<file path="src/hw/adc_map.vh">
// Register map, field positions and reset values of the converter control
`ifndef ADC_MAP_VH
`define ADC_MAP_VH

// Register offsets (byte addresses on the 2-bit register port)
`define ADC_STATUS_CONTROL_OFS 2'h0
`define ADC_RESULT_HIGH_OFS 2'h1
`define ADC_RESULT_LOW_OFS 2'h2
`define ADC_CLOCK_CONFIG_OFS 2'h3

// Status and control fields
`define CONV_DONE_FLAG_BIT 7
`define CONV_IRQ_ENABLE_BIT 6
`define CONTINUOUS_CONV_BIT 5
`define CHANNEL_SELECT_MSB 4
`define CHANNEL_SELECT_LSB 0
`define CHANNEL_SELECT_RESET 5'h1f

// Channel codes
`define CH_LAST_EXTERNAL 5'h07
`define CH_REF_HIGH 5'h1d
`define CH_REF_LOW 5'h1e
`define CH_POWER_OFF 5'h1f

// Clock configuration fields
`define CLOCK_PRESCALE_MSB 7
`define CLOCK_PRESCALE_LSB 5
`define CLOCK_SOURCE_SEL_BIT 4
`define FORMAT_SEL_HI_BIT 3
`define FORMAT_SEL_LO_BIT 2
`define CLOCK_PRESCALE_RESET 3'h0
`define CLOCK_SOURCE_SEL_RESET 1'b0
`define FORMAT_SEL_RESET 2'h1

// Result formats
`define FMT_TRUNC 2'h0
`define FMT_RIGHT 2'h1
`define FMT_LEFT 2'h2
`define FMT_LEFT_SIGNED 2'h3

// Conversion timing in converter clock cycles, and the first SAR trial code
`define CONV_LAST_STEP 5'h10
`define SAR_LAST_STEP 5'h0a
`define SAR_FIRST_TRIAL 10'h200

`endif

</file>
<file path="src/hw/adc_clk_div.v">
// Converter clock prescaler: turns source ticks into converter ticks
`timescale 1ns/1ps
`default_nettype none
`include "adc_map.vh"

module adc_clk_div (
  input wire clk,
  input wire rstn,
  input wire src_tick,
  input wire [2:0] clock_prescale,
  input wire restart,
  output wire adc_tick
);

  reg [3:0] cnt_q;
  reg [3:0] cnt_d;

  // Last count of a divide period for each prescale code
  function [3:0] div_limit;
    input [2:0] code;
    begin
      case (code)
        3'h0: div_limit = 4'h0;
        3'h1: div_limit = 4'h1;
        3'h2: div_limit = 4'h3;
        3'h3: div_limit = 4'h7;
        default: div_limit = 4'hf;
      endcase
    end
  endfunction

  // One converter tick per full divide period
  assign adc_tick = src_tick && (cnt_q >= div_limit(clock_prescale));

  // Period counter, realigned on each restart
  always @* begin
    cnt_d = cnt_q;
    if (restart) begin
      cnt_d = 4'h0;
    end else if (adc_tick) begin
      cnt_d = 4'h0;
    end else if (src_tick) begin
      cnt_d = cnt_q + 4'h1;
    end
  end

  always @(posedge clk) begin
    if (!rstn) begin
      cnt_q <= 4'h0;
    end else begin
      cnt_q <= cnt_d;
    end
  end

endmodule // adc_clk_div

`default_nettype wire

</file>
<file path="src/hw/adc_sequencer_result_regs.v">
// Converter sequencer, control registers and result formatting
`timescale 1ns/1ps
`default_nettype none
`include "adc_map.vh"

// Behaviour
// Enabled interrupt raised at every conversion end
// Result read or control write drops interrupt
// Polled mode: done flag until result read
// Interrupt mode: done flag never set, reads zero
// Software writes zero into done-flag bit
// Continuous repeats; otherwise one per write
// Five-bit channel code, inputs 0 to 7
// Reference codes for self-check; others undefined
// All-ones channel code powers converter off
// Software waits one conversion after power-up
// Wait mode: keep converting, interrupt wakes
// Stop mode aborts; resumes after exit
// Software discards first conversion after stop
// Left format: eight high, two low bits
// Right format: two high, eight low bits
// Signed left format inverts result MSB
// High read freezes low; new results dropped
// Truncation: low holds upper eight, no interlock
// Format codes; reset selects right-justified
// Write starts conversion of 16-17 clocks
// Prescale divides by 1,2,4,8 or 16
// Clock source bit: bus or oscillator
// Left formats put low bits on top
// Control write restarts running conversion
module adc_sequencer_result_regs (
  input wire clk,
  input wire rstn,
  input wire [1:0] addr,
  input wire [7:0] wdata,
  input wire wr,
  input wire rd,
  output reg [7:0] rdata,
  input wire oscillator_clock,
  input wire stop_mode,
  input wire cmp_in,
  output wire [4:0] analog_sel,
  output wire conv_power_on,
  output wire sample_en,
  output wire [9:0] sar_trial,
  output wire conv_irq
);

  localparam [2:0] S_IDLE = 3'b001;
  localparam [2:0] S_CONV = 3'b010;
  localparam [2:0] S_STOP = 3'b100;

  reg [2:0] state_q;
  reg [2:0] state_d;
  reg [4:0] step_q;
  reg [4:0] step_d;
  reg [9:0] trial_q;
  reg [9:0] trial_d;
  reg [9:0] result_q;
  reg go_q;
  reg go_d;
  reg conv_irq_enable_q;
  reg continuous_conv_q;
  reg [4:0] channel_select_q;
  reg [2:0] clock_prescale_q;
  reg clock_source_sel_q;
  reg [1:0] format_q;
  reg conv_done_flag_q;
  reg irq_q;
  reg hold_q;
  reg osc_meta_q;
  reg osc_sync_q;
  reg osc_prev_q;
  reg [7:0] rdata_d;

  wire ctrl_wr;
  wire clk_wr;
  wire rd_high;
  wire rd_low;
  wire result_rd;
  wire powered;
  wire src_tick;
  wire adc_tick;
  wire restart;
  wire conv_end;
  wire store_ok;

  // Bit weight of the trial for a given step
  function [9:0] sar_mask;
    input [4:0] step;
    begin
      sar_mask = `SAR_FIRST_TRIAL >> (step - 5'h1);
    end
  endfunction

  // High result byte in each format
  function [7:0] fmt_high;
    input [1:0] fmt;
    input [9:0] r;
    begin
      case (fmt)
        `FMT_TRUNC: fmt_high = 8'h00;
        `FMT_RIGHT: fmt_high = {6'h00, r[9:8]};
        `FMT_LEFT: fmt_high = r[9:2];
        default: fmt_high = {~r[9], r[8:2]};
      endcase
    end
  endfunction

  // Low result byte in each format
  function [7:0] fmt_low;
    input [1:0] fmt;
    input [9:0] r;
    begin
      case (fmt)
        `FMT_TRUNC: fmt_low = r[9:2];
        `FMT_RIGHT: fmt_low = r[7:0];
        default: fmt_low = {r[1:0], 6'h00};
      endcase
    end
  endfunction

  // Register port decode
  assign ctrl_wr = wr && (addr == `ADC_STATUS_CONTROL_OFS);
  assign clk_wr = wr && (addr == `ADC_CLOCK_CONFIG_OFS);
  assign rd_high = rd && (addr == `ADC_RESULT_HIGH_OFS);
  assign rd_low = rd && (addr == `ADC_RESULT_LOW_OFS);
  assign result_rd = rd_high || rd_low;

  // Converter powered unless all-ones channel code
  assign powered = (channel_select_q != `CH_POWER_OFF);
  assign conv_power_on = powered && (state_q != S_STOP);
  assign analog_sel = channel_select_q;
  assign sample_en = (state_q == S_CONV) && (step_q == 5'h00);
  assign sar_trial = trial_q;
  assign conv_irq = irq_q;

  // Oscillator pin synchroniser and rising edge detect
  always @(posedge clk) begin
    if (!rstn) begin
      osc_meta_q <= 1'b0;
      osc_sync_q <= 1'b0;
      osc_prev_q <= 1'b0;
    end else begin
      osc_meta_q <= oscillator_clock;
      osc_sync_q <= osc_meta_q;
      osc_prev_q <= osc_sync_q;
    end
  end

  // Prescaler input: bus clock or oscillator edges
  assign src_tick = clock_source_sel_q ? 1'b1 :
                    (osc_sync_q && !osc_prev_q);
  assign restart = ctrl_wr || (state_q != S_CONV);

  adc_clk_div u_div (
    .clk(clk),
    .rstn(rstn),
    .src_tick(src_tick),
    .clock_prescale(clock_prescale_q),
    .restart(restart),
    .adc_tick(adc_tick)
  );

  assign conv_end = (state_q == S_CONV) && adc_tick &&
                    (step_q == `CONV_LAST_STEP);
  assign store_ok = !(hold_q && (format_q != `FMT_TRUNC));

  // Conversion sequencer
  always @* begin
    state_d = state_q;
    step_d = step_q;
    trial_d = trial_q;
    go_d = go_q;
    case (state_q)
      S_IDLE: begin
        if (go_q && powered) begin
          state_d = S_CONV;
          step_d = 5'h00;
          trial_d = 10'h000;
        end
      end
      S_CONV: begin
        if (!powered) begin
          state_d = S_IDLE;
        end else if (adc_tick) begin
          step_d = step_q + 5'h01;
          if (step_q == 5'h00) begin
            trial_d = `SAR_FIRST_TRIAL;
          end else if (step_q <= `SAR_LAST_STEP) begin
            // Keep the bit if the comparator says input is higher
            if (!cmp_in) begin
              trial_d = trial_q & ~sar_mask(step_q);
            end
            if (step_q < `SAR_LAST_STEP) begin
              trial_d = trial_d | sar_mask(step_q + 5'h01);
            end
          end
          if (step_q == `CONV_LAST_STEP) begin
            step_d = 5'h00;
            go_d = continuous_conv_q;
            if (!continuous_conv_q) begin
              state_d = S_IDLE;
            end else begin
              trial_d = 10'h000;
            end
          end
        end
      end
      S_STOP: begin
        if (!stop_mode) begin
          state_d = S_IDLE;
        end
      end
      default: begin
        state_d = S_IDLE;
      end
    endcase
    // A control write (re)starts a conversion from the first step
    if (ctrl_wr) begin
      go_d = 1'b1;
      step_d = 5'h00;
      trial_d = 10'h000;
      state_d = S_IDLE;
    end
    // Stop mode aborts whatever runs, keeping the request pending
    if (stop_mode) begin
      state_d = S_STOP;
      step_d = 5'h00;
      trial_d = 10'h000;
    end
  end

  always @(posedge clk) begin
    if (!rstn) begin
      state_q <= S_IDLE;
      step_q <= 5'h00;
      trial_q <= 10'h000;
      go_q <= 1'b0;
    end else begin
      state_q <= state_d;
      step_q <= step_d;
      trial_q <= trial_d;
      go_q <= go_d;
    end
  end

  // Control registers; done-flag write bit ignored
  always @(posedge clk) begin
    if (!rstn) begin
      conv_irq_enable_q <= 1'b0;
      continuous_conv_q <= 1'b0;
      channel_select_q <= `CHANNEL_SELECT_RESET;
      clock_prescale_q <= `CLOCK_PRESCALE_RESET;
      clock_source_sel_q <= `CLOCK_SOURCE_SEL_RESET;
      format_q <= `FORMAT_SEL_RESET;
    end else begin
      if (ctrl_wr) begin
        conv_irq_enable_q <= wdata[`CONV_IRQ_ENABLE_BIT];
        continuous_conv_q <= wdata[`CONTINUOUS_CONV_BIT];
        channel_select_q <=
          wdata[`CHANNEL_SELECT_MSB:`CHANNEL_SELECT_LSB];
      end
      if (clk_wr) begin
        clock_prescale_q <=
          wdata[`CLOCK_PRESCALE_MSB:`CLOCK_PRESCALE_LSB];
        clock_source_sel_q <= wdata[`CLOCK_SOURCE_SEL_BIT];
        format_q <= {wdata[`FORMAT_SEL_HI_BIT],
                     wdata[`FORMAT_SEL_LO_BIT]};
      end
    end
  end

  // Result store, skipped while the high/low interlock holds
  always @(posedge clk) begin
    if (!rstn) begin
      result_q <= 10'h000;
    end else if (conv_end && store_ok) begin
      result_q <= trial_q;
    end
  end

  // In the justified formats a high read freezes the result until the low read
  always @(posedge clk) begin
    if (!rstn) begin
      hold_q <= 1'b0;
    end else if (rd_low || (format_q == `FMT_TRUNC)) begin
      hold_q <= 1'b0;
    end else if (rd_high) begin
      hold_q <= 1'b1;
    end
  end

  // Done flag and interrupt: a completing conversion beats a clear
  always @(posedge clk) begin
    if (!rstn) begin
      conv_done_flag_q <= 1'b0;
      irq_q <= 1'b0;
    end else begin
      if (conv_end && !conv_irq_enable_q) begin
        conv_done_flag_q <= 1'b1;
      end else if (result_rd || conv_irq_enable_q) begin
        conv_done_flag_q <= 1'b0;
      end
      if (conv_end && conv_irq_enable_q) begin
        irq_q <= 1'b1;
      end else if (result_rd || ctrl_wr || !conv_irq_enable_q) begin
        irq_q <= 1'b0;
      end
    end
  end

  // Read mux; data stand in the cycle after the strobe
  always @* begin
    rdata_d = 8'h00;
    if (rd) begin
      case (addr)
        `ADC_STATUS_CONTROL_OFS: begin
          rdata_d = {conv_done_flag_q && !conv_irq_enable_q,
                     conv_irq_enable_q, continuous_conv_q,
                     channel_select_q};
        end
        `ADC_RESULT_HIGH_OFS: rdata_d = fmt_high(format_q, result_q);
        `ADC_RESULT_LOW_OFS: rdata_d = fmt_low(format_q, result_q);
        `ADC_CLOCK_CONFIG_OFS: begin
          rdata_d = {clock_prescale_q, clock_source_sel_q, format_q,
                     2'h0};
        end
        default: rdata_d = 8'h00;
      endcase
    end
  end

  always @(posedge clk) begin
    if (!rstn) begin
      rdata <= 8'h00;
    end else begin
      rdata <= rdata_d;
    end
  end

endmodule // adc_sequencer_result_regs

`default_nettype wire

</file>
<file path="config.mk">
export PLATFORM = sky130hd
export DESIGN_NAME = adc_sequencer_result_regs
export DESIGN_NICKNAME = d
export VERILOG_FILES = /design/src/hw/adc_clk_div.v /design/src/hw/adc_sequencer_result_regs.v
export VERILOG_INCLUDE_DIRS = /design/src /design/src/hw
export SDC_FILE = /design/constraint.sdc
export NUM_CORES = 1
export LEC_CHECK = 0
export ABC_AREA = 1
export BUFFER_PORTS_ARGS = -buffer_cell sky130_fd_sc_hd__buf_2
export CAP_MARGIN = 20
export CORE_ASPECT_RATIO = 1.5
export CORE_MARGIN = 4
export CORE_UTILIZATION = 50
export DETAILED_ROUTE_END_ITERATION = 16
export GPL_TIMING_DRIVEN = 1
export PLACE_DENSITY = 0.78
export SYNTH_ARGS = -nofsm -noshare
export SYNTH_HDL_FRONTEND = slang
export SYNTH_HIERARCHICAL = 1
export SYNTH_SLANG_ARGS = --single-unit
</file>
<file path="constraint.sdc">
create_clock -name clk -period 4.1 [get_ports clk]
set_clock_uncertainty 0.15 [all_clocks]
set_input_delay 0.41 -clock clk [delete_from_list [all_inputs] [get_ports clk]]
set_output_delay 0.41 -clock clk [all_outputs]
set_load 0.01 [all_outputs]
</file>
==> key figures <==
Synthesis
  – Syn avg cell area: 6.85 um^2
  – Yosys cell types: 40
  – Post-synth top area share: between 30% and 40%
  – Post-synthesis compound-gate area fraction: 16.8%
  – Register area share after synthesis: 36.9%
  – Yosys warning total: 6
  – Post-Synthesis Cells: ~480
  – Post-synthesis xor/xnor area fraction: under 10%
  – Synthesized flop and latch total: 60
  – Synthesized Nets: roughly 500
  – Adder-cell share of the synthesized area: under 10%
  – Cell Area, Synth: 3260 um^2
  – Post-synth top area cell: dfxtp_1
  – Mux contribution to synthesized area: less than 1%
  – Largest family of logic cells by synthesized area: simple AND/OR/NAND/NOR gates
  – Synth top area cells: dfxtp_1 37%, nand2_1 15%, inv_1 7.4%, a21oi_1 5.8%, nor2_1 5.0%
  – Simple-Gate Fraction of Synth Area: between 30 and 40%

Floorplanning
  – Boundary pin count: 43
  – Die Area: about 7900 um^2
  – Die Wd: ~74 um
  – Core Region: roughly 6200 um^2
  – Die Height: 107 um
  – Initial Utilization: around 52%
  – Standard-cell rows: 35

Global routing
  – Initial antenna violation count: 0
  – Most Used Layer, Global Route: met2
  – Largest net degree at the start of global routing: 33
  – Vias in the first global route: approximately 3100
  – First-pass GRT wire length: ~14 mm
  – Met1 usage: between 20% and 30%
  – Met2 Use GR: 39.8%
  – GRT Util Overall: 22.5%
  – Met3 Resource Use GR: about 3.4%
  – GRT overflow: 0

Critical path
  – Most used cell, CP: nand2_1
  – Critical Path Start Type: flop
  – Critical Path Sink Type: flop
  – Worst path cell trace: nor2_1 > nand2_1 > ha_1 > nand4_1 > nand3_1 > nand2_1 > inv_1 > nand2_1 > nand2_1 > nand3_4 > nor3_4 > nand2_1 > a21oi_1
  – Crit path largest cell delay: roughly 340 ps
  – Crit path max-delay cell type: dfxtp_1
  – Data required, critical path: 4210 ps
  – Cell family with most CP delay: simple AND/OR/NAND/NOR gates
  – Critical path type: flop to flop
  – Worst path bufs/invs: 1
  – Critical-path maximum fanout: 19
  – CP arrival: around 2500 ps

CTS
  – Clk_lat worst skew: ~340 ps
  – Clk sink count: 60
  – PostCTS Resize Cnt: 0
  – Clock-pin slew on the worst setup and hold paths: ~60 ps
  – Maximum clock insertion buffer count: 2
  – Root Driver: clkbuf_8
  – TritonCTS clock tree: done
  – CTS buffer count: 9
  – H-tree Lvls: 3
  – Setup Buffers After CTS: 0
  – Hold buffers post-CTS: 0

Finish
  – Most common cell after layout, fill and taps aside: nand2_1
  – Most frequent cells in the layout: 128 x nand2_1, 64 x inv_1, 60 x dfxtp_1, 43 x nor2_1, 42 x buf_2
  – Ant diodes: 0
  – Layout Nets: between 500 and 600
  – Share of cells above drive strength 1: between 10 and 15%
  – Area Overhead vs Synth: 15.2%
  – Final core utilization: between 60% and 70%

Outcome
  – Status: finished clean

Pwr
  – Cell area power density: around 370 nW/um^2
  – Worst vdd ir: 0.000175 V
  – Leakage: roughly 1.7 nW

STA
  – Fmax: approximately 420 MHz
  – Pins Over Slew Limit: 0
  – Fin crit share: about three fifths
  – RSZ-0062 raised after global routing: false
  – Setup TNS: 0 ps
  – Final setup viols: 0
  – Min Tclk post-route: ~2400 ps
  – Worst setup margin: 1710 ps
  – Worst-Margin Slew: 686 ps
  – Fin. Hold Viols: 0
  – Max_slew headroom: between 50% and 60%

Drt
  – Vias: approximately 3200
  – Vias per inst: 5.40
  – DRC Markers: 0
  – DRT iter0 DRCs: between 200 and 250
  – Per-cell routed wire length: approximately 14 um
  – WL final: around 8.4 mm
  – Drt pass-1 iters: 6
  – Post-DRT Antenna Nets: 0

Job
  – Total of max-cap violations: 0

Place
  – Port buffer count: 42
  – Placement Setup Slack: ~1700 ps
  – Routability Congestion: 0.989
  – Detail Placement HPWL: roughly 6.5 mm

Hold path
  – Hold Path Class: input pin to flop
-- layout make-up --
| class | instances | area (um^2) |
|---|---|---|
| fill | 611 | 2470 |
| multi-input combinational | 339 | 1750 |
| sequential | 60 | 1200 |
| inverter | 66 | 248 |
| timing repair buffer | 42 | 210 |
| clock buffer | 12 | 155 |
| clock inverter | 4 | 95.1 |
| tap | 74 | 92.6 |
-- power breakdown --
group	switching [mW]	internal [mW]	leakage [nW]
combinational	0.0787	0.0369	1.10
clock	0.229	0.436	0.127
sequential	0.0103	0.596	0.487
-- per-stage QoR --
stage          cells  cell area [um^2]  hold slack (ps)  total power [mW]
2_1_floorplan    475              3260              240             0.696
3_3_place_gp     581              3500              246             0.731
3_5_place_dp     581              3500              274             0.734
4_1_cts          597              3750              113              1.39
5_1_grt          597              3750              124              1.44
6_report         597              3750              115              1.39
-- tightest hold or removal path: cells and delay by family --
family | cells | cell delay (ps)
buffers and inverters | 2 | 120
AND/OR/NAND/NOR | 1 | 40
-- flip-flops by register name, summed over array words and instances, names as in the netlist --
signal / cells
result_q: 10
sar_trial: 10
rdata: 8
analog_sel: 5
step_q: 5
u_div/cnt_q: 4
clock_prescale_q: 3
state_q: 3
format_q: 2
clock_source_sel_q: 1
continuous_conv_q: 1
conv_done_flag_q: 1
conv_irq: 1
conv_irq_enable_q: 1
go_q: 1
hold_q: 1
osc_meta_q: 1
osc_prev_q: 1
osc_sync_q: 1
-- layer usage --
metal	up-vias	wire, um
li1	1637	-
met1	1460	3290
met2	93	4270
met3	35	344
met4	0	461
met5	-	0
-- synth_stat cells, drive strengths merged --
cell type and number:
mux2i 1, nand4 6, a22oi 4, o211ai 1, o221ai 4, o21bai 1, a221oi 3, nor3 6
o31ai 1, buf 7, a211oi 1, xor2 1, nor3b 1, nor2 50, o22ai 2, dfxtp 60
xnor2 3, nand3 30, nand3b 3, clkbuf 3, nand2 132, a21oi 40, a31oi 6, o21ai 32
inv 66, ha 11
-- cells by family after synthesis --
family,count (synthesis)
compound gates,95
mux,1
fa+ha+maj,11
flops,60
xor+xnor,4
simple gates,228
buf+inv,76
-- path summary, 6_finish.rpt --
| check | from | end | slack, ps | cells after the start |
|---|---|---|---|---|
| setup / recovery | clock_prescale_q[2] | sar_trial[5] | 1710 | 13 |
| hold / removal | oscillator_clock | osc_meta_q | 120 | 3 |
| setup reg to reg | clock_prescale_q[2] | sar_trial[5] | 1710 | 13 |
| hold reg to reg | osc_meta_q | osc_sync_q | 290 | 2 |
Note: power is estimated with default switching activity, not from simulation.
